## src/core/ucr_defs.svh

```systemverilog
// register indices, reset values and field positions of the channel bank
`ifndef UCR_DEFS_SVH
`define UCR_DEFS_SVH

// word index inside one channel, byte address is four times it
`define UCR_IDX_DIV_HIGH   4'h0
`define UCR_IDX_DIV_LOW    4'h1
`define UCR_IDX_DIV_FRAC   4'h2
`define UCR_IDX_HOLDING    4'h3
`define UCR_IDX_INT_EN     4'h4
`define UCR_IDX_FIFO_ISR   4'h5
`define UCR_IDX_LINE_CTL   4'h6
`define UCR_IDX_MODEM_CTL  4'h7
`define UCR_IDX_LINE_STAT  4'h8
`define UCR_IDX_MODEM_STAT 4'h9
`define UCR_IDX_SCRATCH    4'hA
`define UCR_IDX_ENH_FEAT   4'hB
`define UCR_IDX_RESUME1    4'hC
`define UCR_IDX_RESUME2    4'hD
`define UCR_IDX_PAUSE1     4'hE
`define UCR_IDX_PAUSE2     4'hF

// byte address fields
`define UCR_ADR_IDX_HI     5
`define UCR_ADR_IDX_LO     2
`define UCR_ADR_CH_BIT     6
`define UCR_ADR_TOP_HI     31
`define UCR_ADR_TOP_LO     7

// reset values
`define UCR_RST_ZERO       8'h00
`define UCR_RST_DIV_HIGH   8'h00
`define UCR_RST_DIV_LOW    8'h01
`define UCR_RST_SCRATCH    8'hFF

// interrupt status codes
`define UCR_ISR_NONE       8'h01
`define UCR_ISR_TX_EMPTY   8'h02
`define UCR_ISR_RX_DATA    8'h04

// enhanced bits latched by the enhanced enable
`define UCR_ENH_IE_MASK    8'hF0
`define UCR_ENH_FCR_MASK   8'h30
`define UCR_ENH_MCR_MASK   8'hE0
`define UCR_EFR_ENH_BIT    4

// field positions
`define UCR_MCR_DTR_BIT    0
`define UCR_MCR_RTS_BIT    1
`define UCR_MCR_OP2_BIT    3
`define UCR_LCR_BREAK_BIT  6
`define UCR_IER_RX_BIT     0
`define UCR_IER_TX_BIT     1
`define UCR_FCR_EN_BIT     0
`define UCR_LSR_DR_BIT     0
`define UCR_LSR_THRE_BIT   5
`define UCR_LSR_TEMT_BIT   6
`define UCR_ISR_IDLE_BIT   0
`define UCR_ISR_FEN_HI     7
`define UCR_ISR_FEN_LO     6
`define UCR_SEL_DATA_BIT   0

`endif

```

## src/core/ucr_pkg.sv

```systemverilog
// types shared by the channel reset-state register bank
`default_nettype none
package ucr_pkg;

  typedef struct packed {
    logic [7:0] div_high;
    logic [7:0] div_low;
    logic [7:0] div_frac;
    logic [7:0] tx_hold;
    logic [7:0] rx_hold;
    logic [7:0] int_en;
    logic [7:0] fifo_ctl;
    logic [7:0] line_ctl;
    logic [7:0] modem_ctl;
    logic [7:0] scratch;
    logic [7:0] enh_feat;
    logic [7:0] resume1;
    logic [7:0] resume2;
    logic [7:0] pause1;
    logic [7:0] pause2;
    logic       rx_ready;
    logic       tx_pend;
    logic [3:0] msr_delta;
    logic [3:0] msr_prev;
  } ucr_chan_s;

  // per-channel link side inputs, modem inputs active low
  typedef struct packed {
    logic       rx_valid;
    logic [7:0] rx_data;
    logic       tx_done;
    logic       cd_n;
    logic       ri_n;
    logic       dsr_n;
    logic       cts_n;
  } ucr_link_s;

  typedef struct packed {
    logic tx;
    logic general_output_two_n;
    logic rts_n;
    logic dtr_n;
    logic receive_ready_n;
    logic transmit_ready_n;
    logic irq;
    logic irq_oe;
  } ucr_pins_s;

endpackage : ucr_pkg
`default_nettype wire

```

## src/core/ucr_reset_bank.sv

```systemverilog
// two-channel uart register bank with its reset state and wishbone slave
// Behaviour
// - power-up loads divisor high with 0x00 and divisor low with 0x01.
// - hardware reset leaves both integer divisor bytes unchanged.
// - reset clears fraction, int enable, fifo, line, modem, enhanced regs.
// - reset clears both resume and both pause characters.
// - interrupt status reads 0x01, nothing pending, after reset.
// - line status reads 0x60 after reset: transmitter empty, no data.
// - scratch register reads 0xFF after reset.
// - reset clears modem change bits; high bits show inverted inputs.
// - holding registers keep their value on hardware reset; power-up clears them.
// - reset holds tx, op2, rts, dtr, rx-ready high; tx-ready low.
// - interrupt pin is not driven during and after reset.
// - four readable writable flow control character registers.
// - reset clears latched enhanced bits of ier, fcr, mcr, fraction.
`timescale 1ns/1ps
`default_nettype none
`include "ucr_defs.svh"

module ucr_reset_bank #(
  parameter int NUM_CH = 2                        // channels in the bank
) (
  input  wire logic                       clk_i,  // 40 MHz clock
  input  wire logic                       rst_i,  // hardware reset, sync
  input  wire logic                       por_i,  // power-up reset, sync
  input  wire logic                       cyc_i,  // wishbone cycle
  input  wire logic                       stb_i,  // wishbone strobe
  input  wire logic                       we_i,   // wishbone write
  input  wire logic [31:0]                adr_i,  // wishbone byte address
  input  wire logic [3:0]                 sel_i,  // wishbone byte enables
  input  wire logic [31:0]                dat_i,  // wishbone write data
  output logic      [31:0]                dat_o,  // wishbone read data
  output logic                            ack_o,  // wishbone acknowledge
  input  wire ucr_pkg::ucr_link_s [NUM_CH-1:0] link_i, // link inputs
  output ucr_pkg::ucr_pins_s [NUM_CH-1:0] pins_o  // channel output pins
);

  ucr_pkg::ucr_chan_s [NUM_CH-1:0] regs_q;
  ucr_pkg::ucr_chan_s [NUM_CH-1:0] regs_d;
  logic                            ack_q;
  logic                            ack_d;
  logic [31:0]                     rdat_q;
  logic [31:0]                     rdat_d;

  // inverted modem input levels, bits cd, ri, dsr, cts
  function automatic logic [3:0] modem_levels(input ucr_pkg::ucr_link_s l);
    modem_levels = ~{l.cd_n, l.ri_n, l.dsr_n, l.cts_n};
  endfunction : modem_levels

  // reset image of one channel; the divisor is kept unless powering up
  function automatic ucr_pkg::ucr_chan_s chan_reset(
    input ucr_pkg::ucr_chan_s c,
    input ucr_pkg::ucr_link_s l,
    input logic               power_up
  );
    ucr_pkg::ucr_chan_s r;
    r = c;
    if (power_up) begin
      r.div_high = `UCR_RST_DIV_HIGH;
      r.div_low  = `UCR_RST_DIV_LOW;
      r.tx_hold  = `UCR_RST_ZERO;
      r.rx_hold  = `UCR_RST_ZERO;
    end
    r.div_frac  = `UCR_RST_ZERO;
    r.int_en    = `UCR_RST_ZERO;
    r.fifo_ctl  = `UCR_RST_ZERO;
    r.line_ctl  = `UCR_RST_ZERO;
    r.modem_ctl = `UCR_RST_ZERO;
    r.enh_feat  = `UCR_RST_ZERO;
    r.resume1   = `UCR_RST_ZERO;
    r.resume2   = `UCR_RST_ZERO;
    r.pause1    = `UCR_RST_ZERO;
    r.pause2    = `UCR_RST_ZERO;
    r.scratch   = `UCR_RST_SCRATCH;
    r.rx_ready  = 1'b0;
    r.tx_pend   = 1'b0;
    r.msr_delta = 4'h0;
    // sampling the live levels avoids a false change flag after release
    r.msr_prev  = modem_levels(l);
    chan_reset = r;
  endfunction : chan_reset

  // enhanced bits only move while the enhanced enable is set
  function automatic logic [7:0] merge_enh(
    input logic [7:0] old_v,
    input logic [7:0] new_v,
    input logic [7:0] enh_mask,
    input logic       enh_en
  );
    merge_enh = enh_en ? new_v : ((old_v & enh_mask) | (new_v & ~enh_mask));
  endfunction : merge_enh

  function automatic logic [7:0] isr_value(input ucr_pkg::ucr_chan_s c);
    logic [7:0] v;
    v = `UCR_ISR_NONE;
    if (c.int_en[`UCR_IER_RX_BIT] && c.rx_ready) begin
      v = `UCR_ISR_RX_DATA;
    end else if (c.int_en[`UCR_IER_TX_BIT] && !c.tx_pend) begin
      v = `UCR_ISR_TX_EMPTY;
    end
    // fifo enable shows in both top status bits
    v[`UCR_ISR_FEN_HI:`UCR_ISR_FEN_LO] = {2{c.fifo_ctl[`UCR_FCR_EN_BIT]}};
    isr_value = v;
  endfunction : isr_value

  function automatic logic [7:0] lsr_value(input ucr_pkg::ucr_chan_s c);
    logic [7:0] v;
    v = `UCR_RST_ZERO;
    v[`UCR_LSR_DR_BIT]   = c.rx_ready;
    v[`UCR_LSR_THRE_BIT] = !c.tx_pend;
    v[`UCR_LSR_TEMT_BIT] = !c.tx_pend;
    lsr_value = v;
  endfunction : lsr_value

  function automatic logic [7:0] read_value(
    input ucr_pkg::ucr_chan_s c,
    input ucr_pkg::ucr_link_s l,
    input logic [3:0]         idx
  );
    logic [7:0] v;
    v = `UCR_RST_ZERO;
    if (idx == `UCR_IDX_DIV_HIGH) begin
      v = c.div_high;
    end else if (idx == `UCR_IDX_DIV_LOW) begin
      v = c.div_low;
    end else if (idx == `UCR_IDX_DIV_FRAC) begin
      v = c.div_frac;
    end else if (idx == `UCR_IDX_HOLDING) begin
      v = c.rx_hold;
    end else if (idx == `UCR_IDX_INT_EN) begin
      v = c.int_en;
    end else if (idx == `UCR_IDX_FIFO_ISR) begin
      v = isr_value(c);
    end else if (idx == `UCR_IDX_LINE_CTL) begin
      v = c.line_ctl;
    end else if (idx == `UCR_IDX_MODEM_CTL) begin
      v = c.modem_ctl;
    end else if (idx == `UCR_IDX_LINE_STAT) begin
      v = lsr_value(c);
    end else if (idx == `UCR_IDX_MODEM_STAT) begin
      v = {modem_levels(l), c.msr_delta};
    end else if (idx == `UCR_IDX_SCRATCH) begin
      v = c.scratch;
    end else if (idx == `UCR_IDX_ENH_FEAT) begin
      v = c.enh_feat;
    end else if (idx == `UCR_IDX_RESUME1) begin
      v = c.resume1;
    end else if (idx == `UCR_IDX_RESUME2) begin
      v = c.resume2;
    end else if (idx == `UCR_IDX_PAUSE1) begin
      v = c.pause1;
    end else begin
      v = c.pause2;
    end
    read_value = v;
  endfunction : read_value

  function automatic ucr_pkg::ucr_chan_s write_value(
    input ucr_pkg::ucr_chan_s c,
    input logic [3:0]         idx,
    input logic [7:0]         wd
  );
    ucr_pkg::ucr_chan_s r;
    logic               enh;
    r   = c;
    enh = c.enh_feat[`UCR_EFR_ENH_BIT];
    if (idx == `UCR_IDX_DIV_HIGH) begin
      r.div_high = wd;
    end else if (idx == `UCR_IDX_DIV_LOW) begin
      r.div_low = wd;
    end else if (idx == `UCR_IDX_DIV_FRAC) begin
      if (enh) begin
        r.div_frac = wd;
      end
    end else if (idx == `UCR_IDX_HOLDING) begin
      r.tx_hold = wd;
      r.tx_pend = 1'b1;
    end else if (idx == `UCR_IDX_INT_EN) begin
      r.int_en = merge_enh(c.int_en, wd, `UCR_ENH_IE_MASK, enh);
    end else if (idx == `UCR_IDX_FIFO_ISR) begin
      r.fifo_ctl = merge_enh(c.fifo_ctl, wd, `UCR_ENH_FCR_MASK, enh);
    end else if (idx == `UCR_IDX_LINE_CTL) begin
      r.line_ctl = wd;
    end else if (idx == `UCR_IDX_MODEM_CTL) begin
      r.modem_ctl = merge_enh(c.modem_ctl, wd, `UCR_ENH_MCR_MASK, enh);
    end else if (idx == `UCR_IDX_SCRATCH) begin
      r.scratch = wd;
    end else if (idx == `UCR_IDX_ENH_FEAT) begin
      r.enh_feat = wd;
    end else if (idx == `UCR_IDX_RESUME1) begin
      r.resume1 = wd;
    end else if (idx == `UCR_IDX_RESUME2) begin
      r.resume2 = wd;
    end else if (idx == `UCR_IDX_PAUSE1) begin
      r.pause1 = wd;
    end else if (idx == `UCR_IDX_PAUSE2) begin
      r.pause2 = wd;
    end
    write_value = r;
  endfunction : write_value

  logic [3:0] acc_idx;
  logic       acc_ch;
  logic       acc_ok;
  logic       any_rst;

  // either reset source puts the whole bank into its reset image
  assign any_rst = rst_i || por_i;

  assign acc_idx = adr_i[`UCR_ADR_IDX_HI:`UCR_ADR_IDX_LO];
  assign acc_ch  = adr_i[`UCR_ADR_CH_BIT];
  // anything past the last channel is unmapped: acked, reads zero
  assign acc_ok  = (adr_i[`UCR_ADR_TOP_HI:`UCR_ADR_TOP_LO] == 25'h0000000)
                   && (32'(acc_ch) < 32'(NUM_CH));

  always_comb begin
    logic [3:0] lvl;
    lvl    = 4'h0;
    regs_d = regs_q;
    ack_d  = cyc_i && stb_i && !ack_q;
    rdat_d = 32'h00000000;
    for (int ch = 0; ch < NUM_CH; ch++) begin
      lvl = modem_levels(link_i[ch]);
      if (link_i[ch].tx_done) begin
        regs_d[ch].tx_pend = 1'b0;
      end
      if (ack_d && acc_ok && (32'(acc_ch) == ch)) begin
        if (we_i) begin
          if (sel_i[`UCR_SEL_DATA_BIT]) begin
            regs_d[ch] = write_value(regs_d[ch], acc_idx, dat_i[7:0]);
          end
        end else begin
          rdat_d = {24'h000000, read_value(regs_q[ch], link_i[ch], acc_idx)};
          // read side effects clear first so a same-cycle event survives
          if (acc_idx == `UCR_IDX_HOLDING) begin
            regs_d[ch].rx_ready = 1'b0;
          end
          if (acc_idx == `UCR_IDX_MODEM_STAT) begin
            regs_d[ch].msr_delta = 4'h0;
          end
        end
      end
      if (link_i[ch].rx_valid) begin
        regs_d[ch].rx_hold  = link_i[ch].rx_data;
        regs_d[ch].rx_ready = 1'b1;
      end
      regs_d[ch].msr_delta = regs_d[ch].msr_delta | (lvl ^ regs_q[ch].msr_prev);
      regs_d[ch].msr_prev  = lvl;
      if (any_rst) begin
        // each channel takes the same image from its own state
        regs_d[ch] = chan_reset(regs_q[ch], link_i[ch], por_i);
      end
    end
    // reset wins over a bus access seen in the same cycle
    if (any_rst) begin
      ack_d  = 1'b0;
      rdat_d = 32'h00000000;
    end
  end

  always_ff @(posedge clk_i) begin
    regs_q <= regs_d;
    ack_q  <= ack_d;
    rdat_q <= rdat_d;
  end

  assign ack_o = ack_q;
  assign dat_o = rdat_q;

  // reset overrides the pins without waiting for a clock edge
  always_comb begin
    logic [7:0] isr_v;
    isr_v  = `UCR_ISR_NONE;
    pins_o = '0;
    for (int ch = 0; ch < NUM_CH; ch++) begin
      if (rst_i || por_i) begin
        pins_o[ch].tx                   = 1'b1;
        pins_o[ch].general_output_two_n = 1'b1;
        pins_o[ch].rts_n                = 1'b1;
        pins_o[ch].dtr_n                = 1'b1;
        pins_o[ch].receive_ready_n      = 1'b1;
        pins_o[ch].transmit_ready_n     = 1'b0;
        pins_o[ch].irq                  = 1'b0;
        pins_o[ch].irq_oe               = 1'b0;
      end else begin
        pins_o[ch].tx = !regs_q[ch].line_ctl[`UCR_LCR_BREAK_BIT];
        pins_o[ch].general_output_two_n =
          !regs_q[ch].modem_ctl[`UCR_MCR_OP2_BIT];
        pins_o[ch].rts_n = !regs_q[ch].modem_ctl[`UCR_MCR_RTS_BIT];
        pins_o[ch].dtr_n = !regs_q[ch].modem_ctl[`UCR_MCR_DTR_BIT];
        pins_o[ch].receive_ready_n  = !regs_q[ch].rx_ready;
        pins_o[ch].transmit_ready_n = regs_q[ch].tx_pend;
        isr_v = isr_value(regs_q[ch]);
        // the pin asserts whenever the status shows something pending
        pins_o[ch].irq = !isr_v[`UCR_ISR_IDLE_BIT];
        // op2 gates the interrupt driver, so it floats until software acts
        pins_o[ch].irq_oe = regs_q[ch].modem_ctl[`UCR_MCR_OP2_BIT];
      end
    end
  end

endmodule : ucr_reset_bank
`default_nettype wire

```

## config.mk

```make
export PLATFORM = sky130hd
export DESIGN_NAME = ucr_reset_bank
export DESIGN_NICKNAME = d
export VERILOG_FILES = /design/src/core/ucr_pkg.sv /design/src/core/ucr_reset_bank.sv
export VERILOG_INCLUDE_DIRS = /design/src /design/src/core
export SDC_FILE = /design/constraint.sdc
export NUM_CORES = 1
export LEC_CHECK = 0
export BUFFER_PORTS_ARGS = -buffer_cell sky130_fd_sc_hd__buf_4
export CAP_MARGIN = 20
export CORE_UTILIZATION = 43
export CTS_CLUSTER_DIAMETER = 150
export DETAILED_ROUTE_END_ITERATION = 16
export GPL_TIMING_DRIVEN = 0
export PLACE_DENSITY = 0.74
export SLEW_MARGIN = 20
export SYNTH_ARGS = -nofsm -noshare
export SYNTH_HDL_FRONTEND = slang
export SYNTH_SLANG_ARGS = --single-unit
export TNS_END_PERCENT = 50
```

## constraint.sdc

```tcl
create_clock -name clk_i -period 3 [get_ports clk_i]
set_input_delay 0.6 -clock clk_i [delete_from_list [all_inputs] [get_ports clk_i]]
set_output_delay 0.6 -clock clk_i [all_outputs]
set_load 0.005 [all_outputs]
```

# Word level (Yosys, flattened, before mapping)
# Index checks and enable logic that the tools add are counted.
[word_totals] output_inout_bits=49 regBits=277 latch_bits=0 mem_bits_ro=0 ram_bits=0 in_bits=102 n_memories=0 word_cells=293
[classes] magnitude_cmp=0 n_addsub=0 mux=141 bitwise_logic=26 multipliers=0 eq_ne=19 n_shift=0 div_mod_pow=0 reduce_logical=69
[ops] cell="$mux 130" count=6
[ops] cell="$mux 80" count=8
[ops] cell="$mux 8" count=71
[ops] cell="$mux 120" count=2
[ops] cell="$mux 32" count=5
[ops] cell="$mux 72" count=2
[ops] cell="$mux 64" count=2
[ops] cell="$mux 56" count=2
[ops] cell="$mux 16" count=6
[ops] cell="$mux 24" count=4
[ops] cell="$mux 48" count=2
[ops] cell="$mux 40" count=2
[ops] cell="$reduce_and 17->1" count=2
[ops] cell="$eq 4x4->1 const B" count=8
[ops] cell="$reduce_and 16->1" count=2
[ops] cell="$reduce_and 15->1" count=2
[ops] cell="$reduce_and 14->1" count=2
[ops] cell="$reduce_and 13->1" count=2
[ops] cell="$logic_not 25->1" count=1
[ops] cell="$mux 4" count=6
[ops] cell="$reduce_and 12->1" count=2
[ops] cell="$reduce_bool 2->1" count=12
[ops] cell="$reduce_and 11->1" count=2
[ops] cell="$reduce_and 10->1" count=2
[ops] cell="other kinds (26)" count=100

# Logic depth before layout (Yosys ltp)
# Gate-level depths: netlist of run 1.
[logic_depth] depth_word=20 ltp_mapped=10 mapped_depth_nobuf=6

# Least setup slack after synthesis of run 1
# Ideal clock, no wire load.
[synth_path] path_type="in2out" from="in por_i" to="out pins_o[1] (netlist bit)" required_time_ns=2.400 stages=6 slack_ns=0.541 path_buffers=4 arrival_time_ns=1.859 cell_sequence="clkbuf_1 -> or2_2 -> clkbuf_1 -> clkbuf_1 -> clkbuf_1 -> nor2_1"
[synth_rtl] element="start, declared" line_no="ucr_reset_bank.sv:25" text="input wire logic por_i,"
[synth_rtl] element="end, declared" line_no="ucr_reset_bank.sv:35" text="output ucr_pkg::ucr_pins_s [NUM_CH-1:0] pins_o"

# Worst setup path in the final report of run 1
[layout_path] from="in adr_i[2]" to="reg rdat_q[2] (netlist: dat_o[2])"
[layout_between] elab_chain_cells=20 elab_cells_between_ends=49 classes_between="eq/ne: 14; mux: 34; reduce/logical: 1"
[layout_rtl] element="start, declared" line_no="ucr_reset_bank.sv:29" text="input wire logic [31:0] adr_i,"
[layout_rtl] element="$eq 4x4->1 (no line)"
[layout_rtl] element="$mux 8" line_no="ucr_reset_bank.sv:150" text="end else if (idx == `UCR_IDX_PAUSE1) begin"
[layout_rtl] element="$mux 8" line_no="ucr_reset_bank.sv:148" text="end else if (idx == `UCR_IDX_RESUME2) begin"
[layout_rtl] element="$mux 8" line_no="ucr_reset_bank.sv:146" text="end else if (idx == `UCR_IDX_RESUME1) begin"
[layout_rtl] element="$mux 8" line_no="ucr_reset_bank.sv:144" text="end else if (idx == `UCR_IDX_ENH_FEAT) begin"
[layout_rtl] element="$mux 8" line_no="ucr_reset_bank.sv:142" text="end else if (idx == `UCR_IDX_SCRATCH) begin"
[layout_rtl] element="$mux 8" line_no="ucr_reset_bank.sv:140" text="end else if (idx == `UCR_IDX_MODEM_STAT) begin"
[layout_rtl] element="$mux 8" line_no="ucr_reset_bank.sv:138" text="end else if (idx == `UCR_IDX_LINE_STAT) begin"
[layout_rtl] element="[... 4 more ...]"
[layout_rtl] element="$mux 8" line_no="ucr_reset_bank.sv:128" text="end else if (idx == `UCR_IDX_HOLDING) begin"
[layout_rtl] element="$mux 8" line_no="ucr_reset_bank.sv:126" text="end else if (idx == `UCR_IDX_DIV_FRAC) begin"
[layout_rtl] element="$mux 8" line_no="ucr_reset_bank.sv:124" text="end else if (idx == `UCR_IDX_DIV_LOW) begin"
[layout_rtl] element="$mux 8" line_no="ucr_reset_bank.sv:122" text="if (idx == `UCR_IDX_DIV_HIGH) begin"
[layout_rtl] element="$mux 8" line_no="ucr_reset_bank.sv:228" text="if (we_i) begin"
[layout_rtl] element="$mux 32" line_no="ucr_reset_bank.sv:227" text="if (ack_d && acc_ok && (32'(acc_ch) == ch)) begin"
[layout_rtl] element="$mux 32" line_no="ucr_reset_bank.sv:228"
[layout_rtl] element="$mux 32 (*)" line_no="ucr_reset_bank.sv:227"
[layout_rtl] element="end signal, assigned" line_no="ucr_reset_bank.sv:264" text="rdat_q <= rdat_d;"
[layout_rtl] element="end, declared" line_no="ucr_reset_bank.sv:42" text="logic [31:0] rdat_q;"
# Mark *: on every way between the ends. The rest lies on a longest branch, timed or not.
# A chain may end at the register's enable or synchronous reset.

==> results.sh, run 1 <==
export IMPL_syn_area_um2=12300
export IMPL_grt_ovfl_total=0
export IMPL_yosys_area_share_simple_pct=22.2
export IMPL_antenna_left=0
export IMPL_dp_hpwl_um=43300
export IMPL_synthAdderAreaFrac_pct=0
export IMPL_yosys_area_share_xor_xnor_pct=0.640
export IMPL_syn_avg_cell_area_um2=8.69
export IMPL_gp_congestion=1.05
export IMPL_cts_htree_levels=1
export IMPL_cts_buffer_depth=3
export IMPL_cts_hold_buf=0
export IMPL_diodes=0
export IMPL_status="finished with violations"
export IMPL_antenna_found_initial=0
export IMPL_async_reset_ff_share_pct=0
export IMPL_drcViolationCount=0
export IMPL_endpoint="dat_o[2]"
export IMPL_port_buffers=96
export IMPL_drt_wl_total_um=59900
export IMPL_insertion_delay_ps=570
export IMPL_vdd_ir_drop_max_mv=0.473
export IMPL_arrival_ps=3540
export IMPL_ys_flop_type="dfxtp_1"
export IMPL_cp_required_ps=3410
export IMPL_ys_seq_elements=239
export IMPL_startpoint_type="input port"
export IMPL_finalHoldViolCount=0
export IMPL_synth_top_family_by_area="simple AND/OR/NAND/NOR gates"
export IMPL_drt_pass1_iter_count=8
export IMPL_design_area_um2=14500
export IMPL_cts_made_buffers=26
export IMPL_cts_tree="yes"
export IMPL_core_um2=28000
export IMPL_violations="setup timing"
export IMPL_drv_cap=0
export IMPL_synthMuxAreaShare_pct=9.46
export IMPL_final_common_cell="nand2_1"
export IMPL_root_buffer="clkbuf_16"
export IMPL_maxSlewViolCount=0
export IMPL_fin_tns_setup_ps=-403
export IMPL_startpoint="adr_i[2]"
export IMPL_start_util_pct=44.0
export IMPL_grt_max_degree=15
export IMPL_finClkSkew_ps=24.8
export IMPL_path_max_fanout=10
export IMPL_die_w_um=171
export IMPL_io_pins=151
export IMPL_yosys_warnings=0
export IMPL_ff2ff_path_depth=6
export IMPL_grt_pass1_wl_um=83400
export IMPL_path_class="input port to register"
export IMPL_clkTransAtPathRegs_ps=60
export IMPL_worst_slack_ps=-131
export IMPL_drt_iter0_markers=1767
export IMPL_viasPerCell=6.37
export IMPL_r2r_start="ack_o"
export IMPL_vias=12473
export IMPL_leakage_uw=0.00514
export IMPL_ys_types=80
export IMPL_grt_pass1_vias=11547
export IMPL_nets=1666
export IMPL_synth_compound_area_share_pct=18.7
export IMPL_r2r_setup_slack_ps=200
export IMPL_placed_area_um2=13600
export IMPL_fin_crit_ps=3130
export IMPL_pwr_density_cell_nw_per_um2=523
export IMPL_synth_edff_count=48
export IMPL_min_period_over_period_pct=104
export IMPL_max_freq_ghz=0.319
export IMPL_postSynthCellCount=1417
export IMPL_grt_setup_unrepaired="no"
export IMPL_slew_headroom_pct=16.1
export IMPL_wl_per_cell_um=30.6
export IMPL_fp_dieH_um=171
export IMPL_endpoint_kind="register"
export IMPL_hold_class="input port to register"
export IMPL_clock_sinks=239
export IMPL_grt_usage_pct=40.8
export IMPL_drive_gt1_share_pct=17.2
export IMPL_core_rowCount=61
export IMPL_die_area_um2=29300
export IMPL_final_cell_mix="222 x nand2_1, 191 x dfxtp_1, 162 x nor2_1, 145 x a21oi_1, 125 x buf_4"
export IMPL_worst_pin_slew_ps=1260
export IMPL_yosysSeqAreaShare_pct=42.8
export IMPL_syn2layout_area_growth_pct=17.3
export IMPL_finalSetupViolations=5
==> flip-flops by register name, summed over array words and instances (netlist names), named ones only <==
signal and cells:
regs_q 216, dat_o 8, ack_o 1
==> kinds of logic after synthesis <==
logic type,Yosys count
AND/OR/NAND/NOR,541
AO/OA/AOI/OAI,359
flip-flops,239
buffers and inverters,154
multiplexers,114
XOR/XNOR,9
other,1
==> synthesized netlist by cell type, types with 4 or more instances <==
cell | instances | area (um^2)
a211oi_1 | 8 | 60.1
a21o_1 | 13 | 97.6
a21oi_1 | 145 | 726
a221oi_1 | 6 | 52.6
a222oi_1 | 9 | 90.1
a22o_1 | 9 | 78.8
a22oi_1 | 12 | 90.1
a31oi_1 | 8 | 50.1
and2_1 | 24 | 150
and3_1 | 4 | 25.0
buf_1 | 6 | 22.5
buf_2 | 36 | 180
buf_4 | 28 | 210
clkbuf_1 | 60 | 225
dfxtp_1 | 191 | 3820
edfxtp_1 | 48 | 1440
inv_1 | 18 | 67.6
mux2_2 | 9 | 101
mux2i_1 | 104 | 1040
nand2_1 | 222 | 833
nand2b_1 | 16 | 100
nand3_1 | 22 | 110
nand3b_1 | 4 | 30.0
nand4_1 | 13 | 81.3
nor2_1 | 162 | 608
nor2b_1 | 11 | 68.8
nor3_1 | 13 | 65.1
nor3_4 | 8 | 130
nor4_4 | 12 | 255
o211ai_1 | 5 | 37.5
o21a_1 | 4 | 30.0
o21ai_0 | 48 | 240
o221ai_1 | 10 | 87.6
o22a_1 | 5 | 43.8
o22ai_1 | 32 | 200
o32ai_1 | 6 | 52.6
or2_2 | 5 | 31.3
xnor2_1 | 9 | 78.8
==> area by class of cell <==
type | instances | area (um^2)
Fill cell | 2704 | 13600
Multi-Input combinational cell | 1047 | 6380
Sequential cell | 239 | 5270
Clock buffer | 38 | 757
Timing Repair Buffer | 97 | 728
Buffer | 133 | 698
Tap cell | 378 | 473
Inverter | 20 | 75.1
Clock inverter | 6 | 73.8
==> through the flow <==
stage | hold slack [ps] | util (%) | power (uW) | instances | setup slack [ps]
after floorplan | 427 | - | 3880 | 1440 | 541
after global placement | 438 | 48.5 | 4340 | 1914 | -758
after detailed placement | 445 | 48.6 | 4350 | 1915 | -768
after CTS | 210 | 51.6 | 7480 | 1958 | 42.5
after global routing | 212 | 51.6 | 7670 | 1958 | 0.115
final | 211 | 51.6 | 7560 | 1958 | -131
==> worst min-delay path by stage <==
stage,from,depth (start not counted),to,slack [ps]
3_3_place_gp,regs_q[163],2,regs_q[163],440
5_1_grt,link_i[16],2,regs_q[132],210
4_1_cts,link_i[17],2,regs_q[133],210
2_1_floorplan,regs_q[149],2,regs_q[149],430
3_5_place_dp,register,2,register,450
6_report,link_i[17],2,regs_q[133],210
==> report_power, final <==
| part | switching, uW | internal (uW) | total, uW |
|---|---|---|---|
| Combinational | 705 | 283 | 988 |
| Sequential | 28.6 | 3320 | 3350 |
| Clock | 1390 | 1830 | 3220 |
| Total | 2130 | 5430 | 7560 |
==> layer usage <==
layer / up-vias / GRT usage, % / share of wire [%]
met5: - / 0 / 0
met4: 0 / 25.2 / 7.0
met3: 244 / 9.62 / 12
met2: 1002 / 60.8 / 42
met1: 5933 / 53.2 / 39
li1: 5294 / - / -
==> critical path, cell delays in order <==
cell      delay [ps]
buf_4            110
buf_4            160
buf_4            200
inv_1            500
buf_2            490
buf_2            400
o211ai_1         150
a221oi_1         650
o32ai_1          250
==> timing repair <==
item                       4_1_cts  5_1_grt
buffers inserted                 0        0
resized for setup                7        2
setup endpoints to repair       15        3
Note: power is estimated with default switching activity, not from simulation.
==> run 2: changes to the inputs <==
--- a/config.mk
+++ b/config.mk
@@ -6,6 +6,7 @@
 export SDC_FILE = /design/constraint.sdc
 export NUM_CORES = 1
 export LEC_CHECK = 0
+export ABC_AREA = 1
 export BUFFER_PORTS_ARGS = -buffer_cell sky130_fd_sc_hd__buf_4
 export CAP_MARGIN = 20
 export CORE_UTILIZATION = 43
==> run 2 against run 1 <==
The flow now finishes without violations. Final cell count grew 9.7%. Largest power group unchanged. Critical path depth down 3. Total power fell by 4.8%. Critical path type is now input port to primary output. Via count shrank 6.6%.
==> results.sh, run 2 <==
export IMPL_status="completed"
export IMPL_path_max_fanout=10
export IMPL_yosysTopAreaCell="dfxtp_1"
export IMPL_yosys_warnings=0
export IMPL_io_pins=151
export IMPL_fin_tns_setup_ps=0
export IMPL_syn_area_um2=11900
export IMPL_gp_congestion=1.02
export IMPL_cp_required_ps=2400
export IMPL_cts_made_buffers=25
export IMPL_core_um2=27000
export IMPL_vias=11649
export IMPL_clkTransAtPathRegs_ps=60
export IMPL_combinationalPowerShare_pct=9.9
export IMPL_yosysMostFrequentCell="nand2_1"
export IMPL_cp_top_family="buffers and inverters"
export IMPL_pwr_density_cell_nw_per_um2=517
export IMPL_antenna_found_initial=0
export IMPL_fin_crit_ps=2860
export IMPL_core_rowCount=60
export IMPL_syn_avg_cell_area_um2=7.23
export IMPL_port_buffers=94
export IMPL_ys_types=40
export IMPL_cts_hold_buf=0
export IMPL_finalSetupViolations=0
export IMPL_crit_cells=6
export IMPL_drive_gt1_share_pct=13.4
export IMPL_final_common_cell="nand2_1"
export IMPL_path_buf_inv=4
export IMPL_internal_power_uw=5340
export IMPL_ys_seq_elements=239
export IMPL_insertion_delay_ps=540
export IMPL_syn2layout_area_growth_pct=17.1
export IMPL_clock_power_share_pct=43.7
export IMPL_p_sw_share_pct=25.8
export IMPL_final_cell_mix="320 x nand2_1, 220 x inv_1, 191 x dfxtp_1, 190 x nor2_1, 149 x a21oi_1"
export IMPL_root_buffer="clkbuf_16"
export IMPL_grt_max_degree=14
export IMPL_die_area_um2=28300
export IMPL_finClkSkew_ps=11.9
export IMPL_drv_cap=0
export IMPL_seqPwrFrac_pct=46.4
export IMPL_start_util_pct=44.0
export IMPL_ys_flop_type="dfxtp_1"
export IMPL_endpoint_kind="primary output"
export IMPL_slowest_delay_ps=400
export IMPL_drt_wl_total_um=41400
export IMPL_path_cells="buf_4 > nor2_2 > clkbuf_2 > clkbuf_2 > nand2_1 > buf_4"
export IMPL_met3WireLength_um=4750
export IMPL_grt_pass1_wl_um=62500
export IMPL_largest_register="regs_q"
export IMPL_dp_hpwl_um=31000
export IMPL_fp_dieH_um=168
export IMPL_cts_setup_buffers=0
export IMPL_routed_wl_met2_um=18000
export IMPL_grt_usage_pct=29.0
export IMPL_slew_headroom_pct=34.3
export IMPL_hold_depth=2
export IMPL_ff2ff_path_depth=8
export IMPL_grt_ovfl_total=0
export IMPL_synth_edff_count=48
export IMPL_grt_setup_unrepaired="no"
export IMPL_clock_sinks=239
export IMPL_grt_pass1_vias=10854
export IMPL_nets=1891
export IMPL_switchingPower_uw=1860
export IMPL_path_class="input port to primary output"
export IMPL_top_layer="met4"
export IMPL_maxSlewViolCount=0
export IMPL_finalHoldViolCount=0
export IMPL_cts_htree_levels=1
export IMPL_antenna_left=0
export IMPL_viasPerCell=5.43
export IMPL_leakage_uw=0.00575
export IMPL_synth_top_cell_area_share_pct=32.2
export IMPL_drt_iter0_markers=1220
export IMPL_arrival_ps=2260
export IMPL_worst_pin_slew_ps=986
export IMPL_async_reset_ff_share_pct=0
export IMPL_synthTopCellsByCount="320 x nand2_1, 220 x inv_1, 191 x dfxtp_1, 191 x nor2_1, 149 x a21oi_1"
export IMPL_diodes=0
export IMPL_final_util_pct=51.5
export IMPL_min_period_over_period_pct=95.4
export IMPL_drcViolationCount=0
export IMPL_cts_tree="yes"
export IMPL_cts_buffer_depth=3
export IMPL_drt_pass1_iter_count=6
export IMPL_postSynthCellCount=1644
export IMPL_yosysSeqAreaShare_pct=44.3
export IMPL_max_freq_ghz=0.349
export IMPL_met1_length_um=17400
export IMPL_largest_reg_flops=216
export IMPL_crit_slowest_cell="clkbuf_2"
export IMPL_die_w_um=168
export IMPL_vdd_ir_drop_max_mv=0.318
export IMPL_startpoint_type="input port"
export IMPL_wl_per_cell_um=19.3
export IMPL_ys_top_cells_by_area="dfxtp_1 32%, edfxtp_1 12%, nand2_1 10%, inv_1 6.9%, a21oi_1 6.3%"
export IMPL_hold_class="input port to register"
==> run 2: cell families (layout without fill, tap and decap cells) <==
group                  Yosys count  after routing  synth area share [%]
XOR/XNOR                         8              8                 0.590
buffers and inverters          344            483                  12.2
other                            1             24                0.0316
flip-flops                     239            239                  44.3
AND/OR/NAND/NOR                618            618                  21.9
AO/OA/AOI/OAI                  434            434                  21.0
==> run 2: cell type report <==
cell class / count / area [um^2]
Buffer: 106 / 558
Clock buffer: 36 / 707
Clock inverter: 8 / 95.1
Fill cell: 2725 / 13100
Inverter: 238 / 893
Multi-Input combinational cell: 1084 / 5260
Sequential cell: 239 / 5270
Tap cell: 341 / 427
Timing Repair Buffer: 95 / 711
==> run 2: final timing paths <==
check	startpoint	endpoint	slack (ps)
setup / recovery	por_i	pins_o[4]	140
hold / removal	link_i[0]	regs_q[0]	230
setup reg to reg	ack_o	regs_q[125]	160
hold reg to reg	regs_q[196]	regs_q[196]	450
==> run 2: power by group through the flow <==
stage | logic [uW] | registers [uW] | clock network (uW)
global route | 766 | 3340 | 3260
global placement | 674 | 3410 | 0
floorplan | 377 | 3400 | 0
CTS | 686 | 3340 | 3140
detailed placement | 682 | 3410 | 0
finish | 711 | 3340 | 3140
==> run 2: metrics by stage <==
step | hold WS, ps | cell area (um^2) | std cells | power (uW) | worst slack (ps)
3_3_place_gp | 433 | 13100 | 2102 | 4090 | -506
6_report | 231 | 13900 | 2147 | 7200 | 137
4_1_cts | 234 | 13900 | 2147 | 7170 | 180
5_1_grt | 242 | 13900 | 2147 | 7370 | 3.16
2_1_floorplan | 420 | 12000 | 1667 | 3780 | 613
3_5_place_dp | 436 | 13100 | 2103 | 4090 | -528
==> run 2: timing repair <==
item	in CTS	in global routing
hold endpoints to repair	0	0
resized for setup	3	0
setup endpoints to repair	6	0
==> run 2: worst reg2reg max path, stage by stage, from the launching register on <==
cell and delay [ps]:
dfxtp_1 330, nor2_2 180, nand4_1 130, nor3_1 180, nor4b_4 300, nand2_2 280
inv_1 320, nor2_1 100, nor2_1 650
==> run 2: metal layers <==
layer	vias to the layer above	track usage [%]
met5	-	0
met4	0	9.49
met3	101	6.86
met2	646	44.8
met1	5324	39.7
li1	5578	-
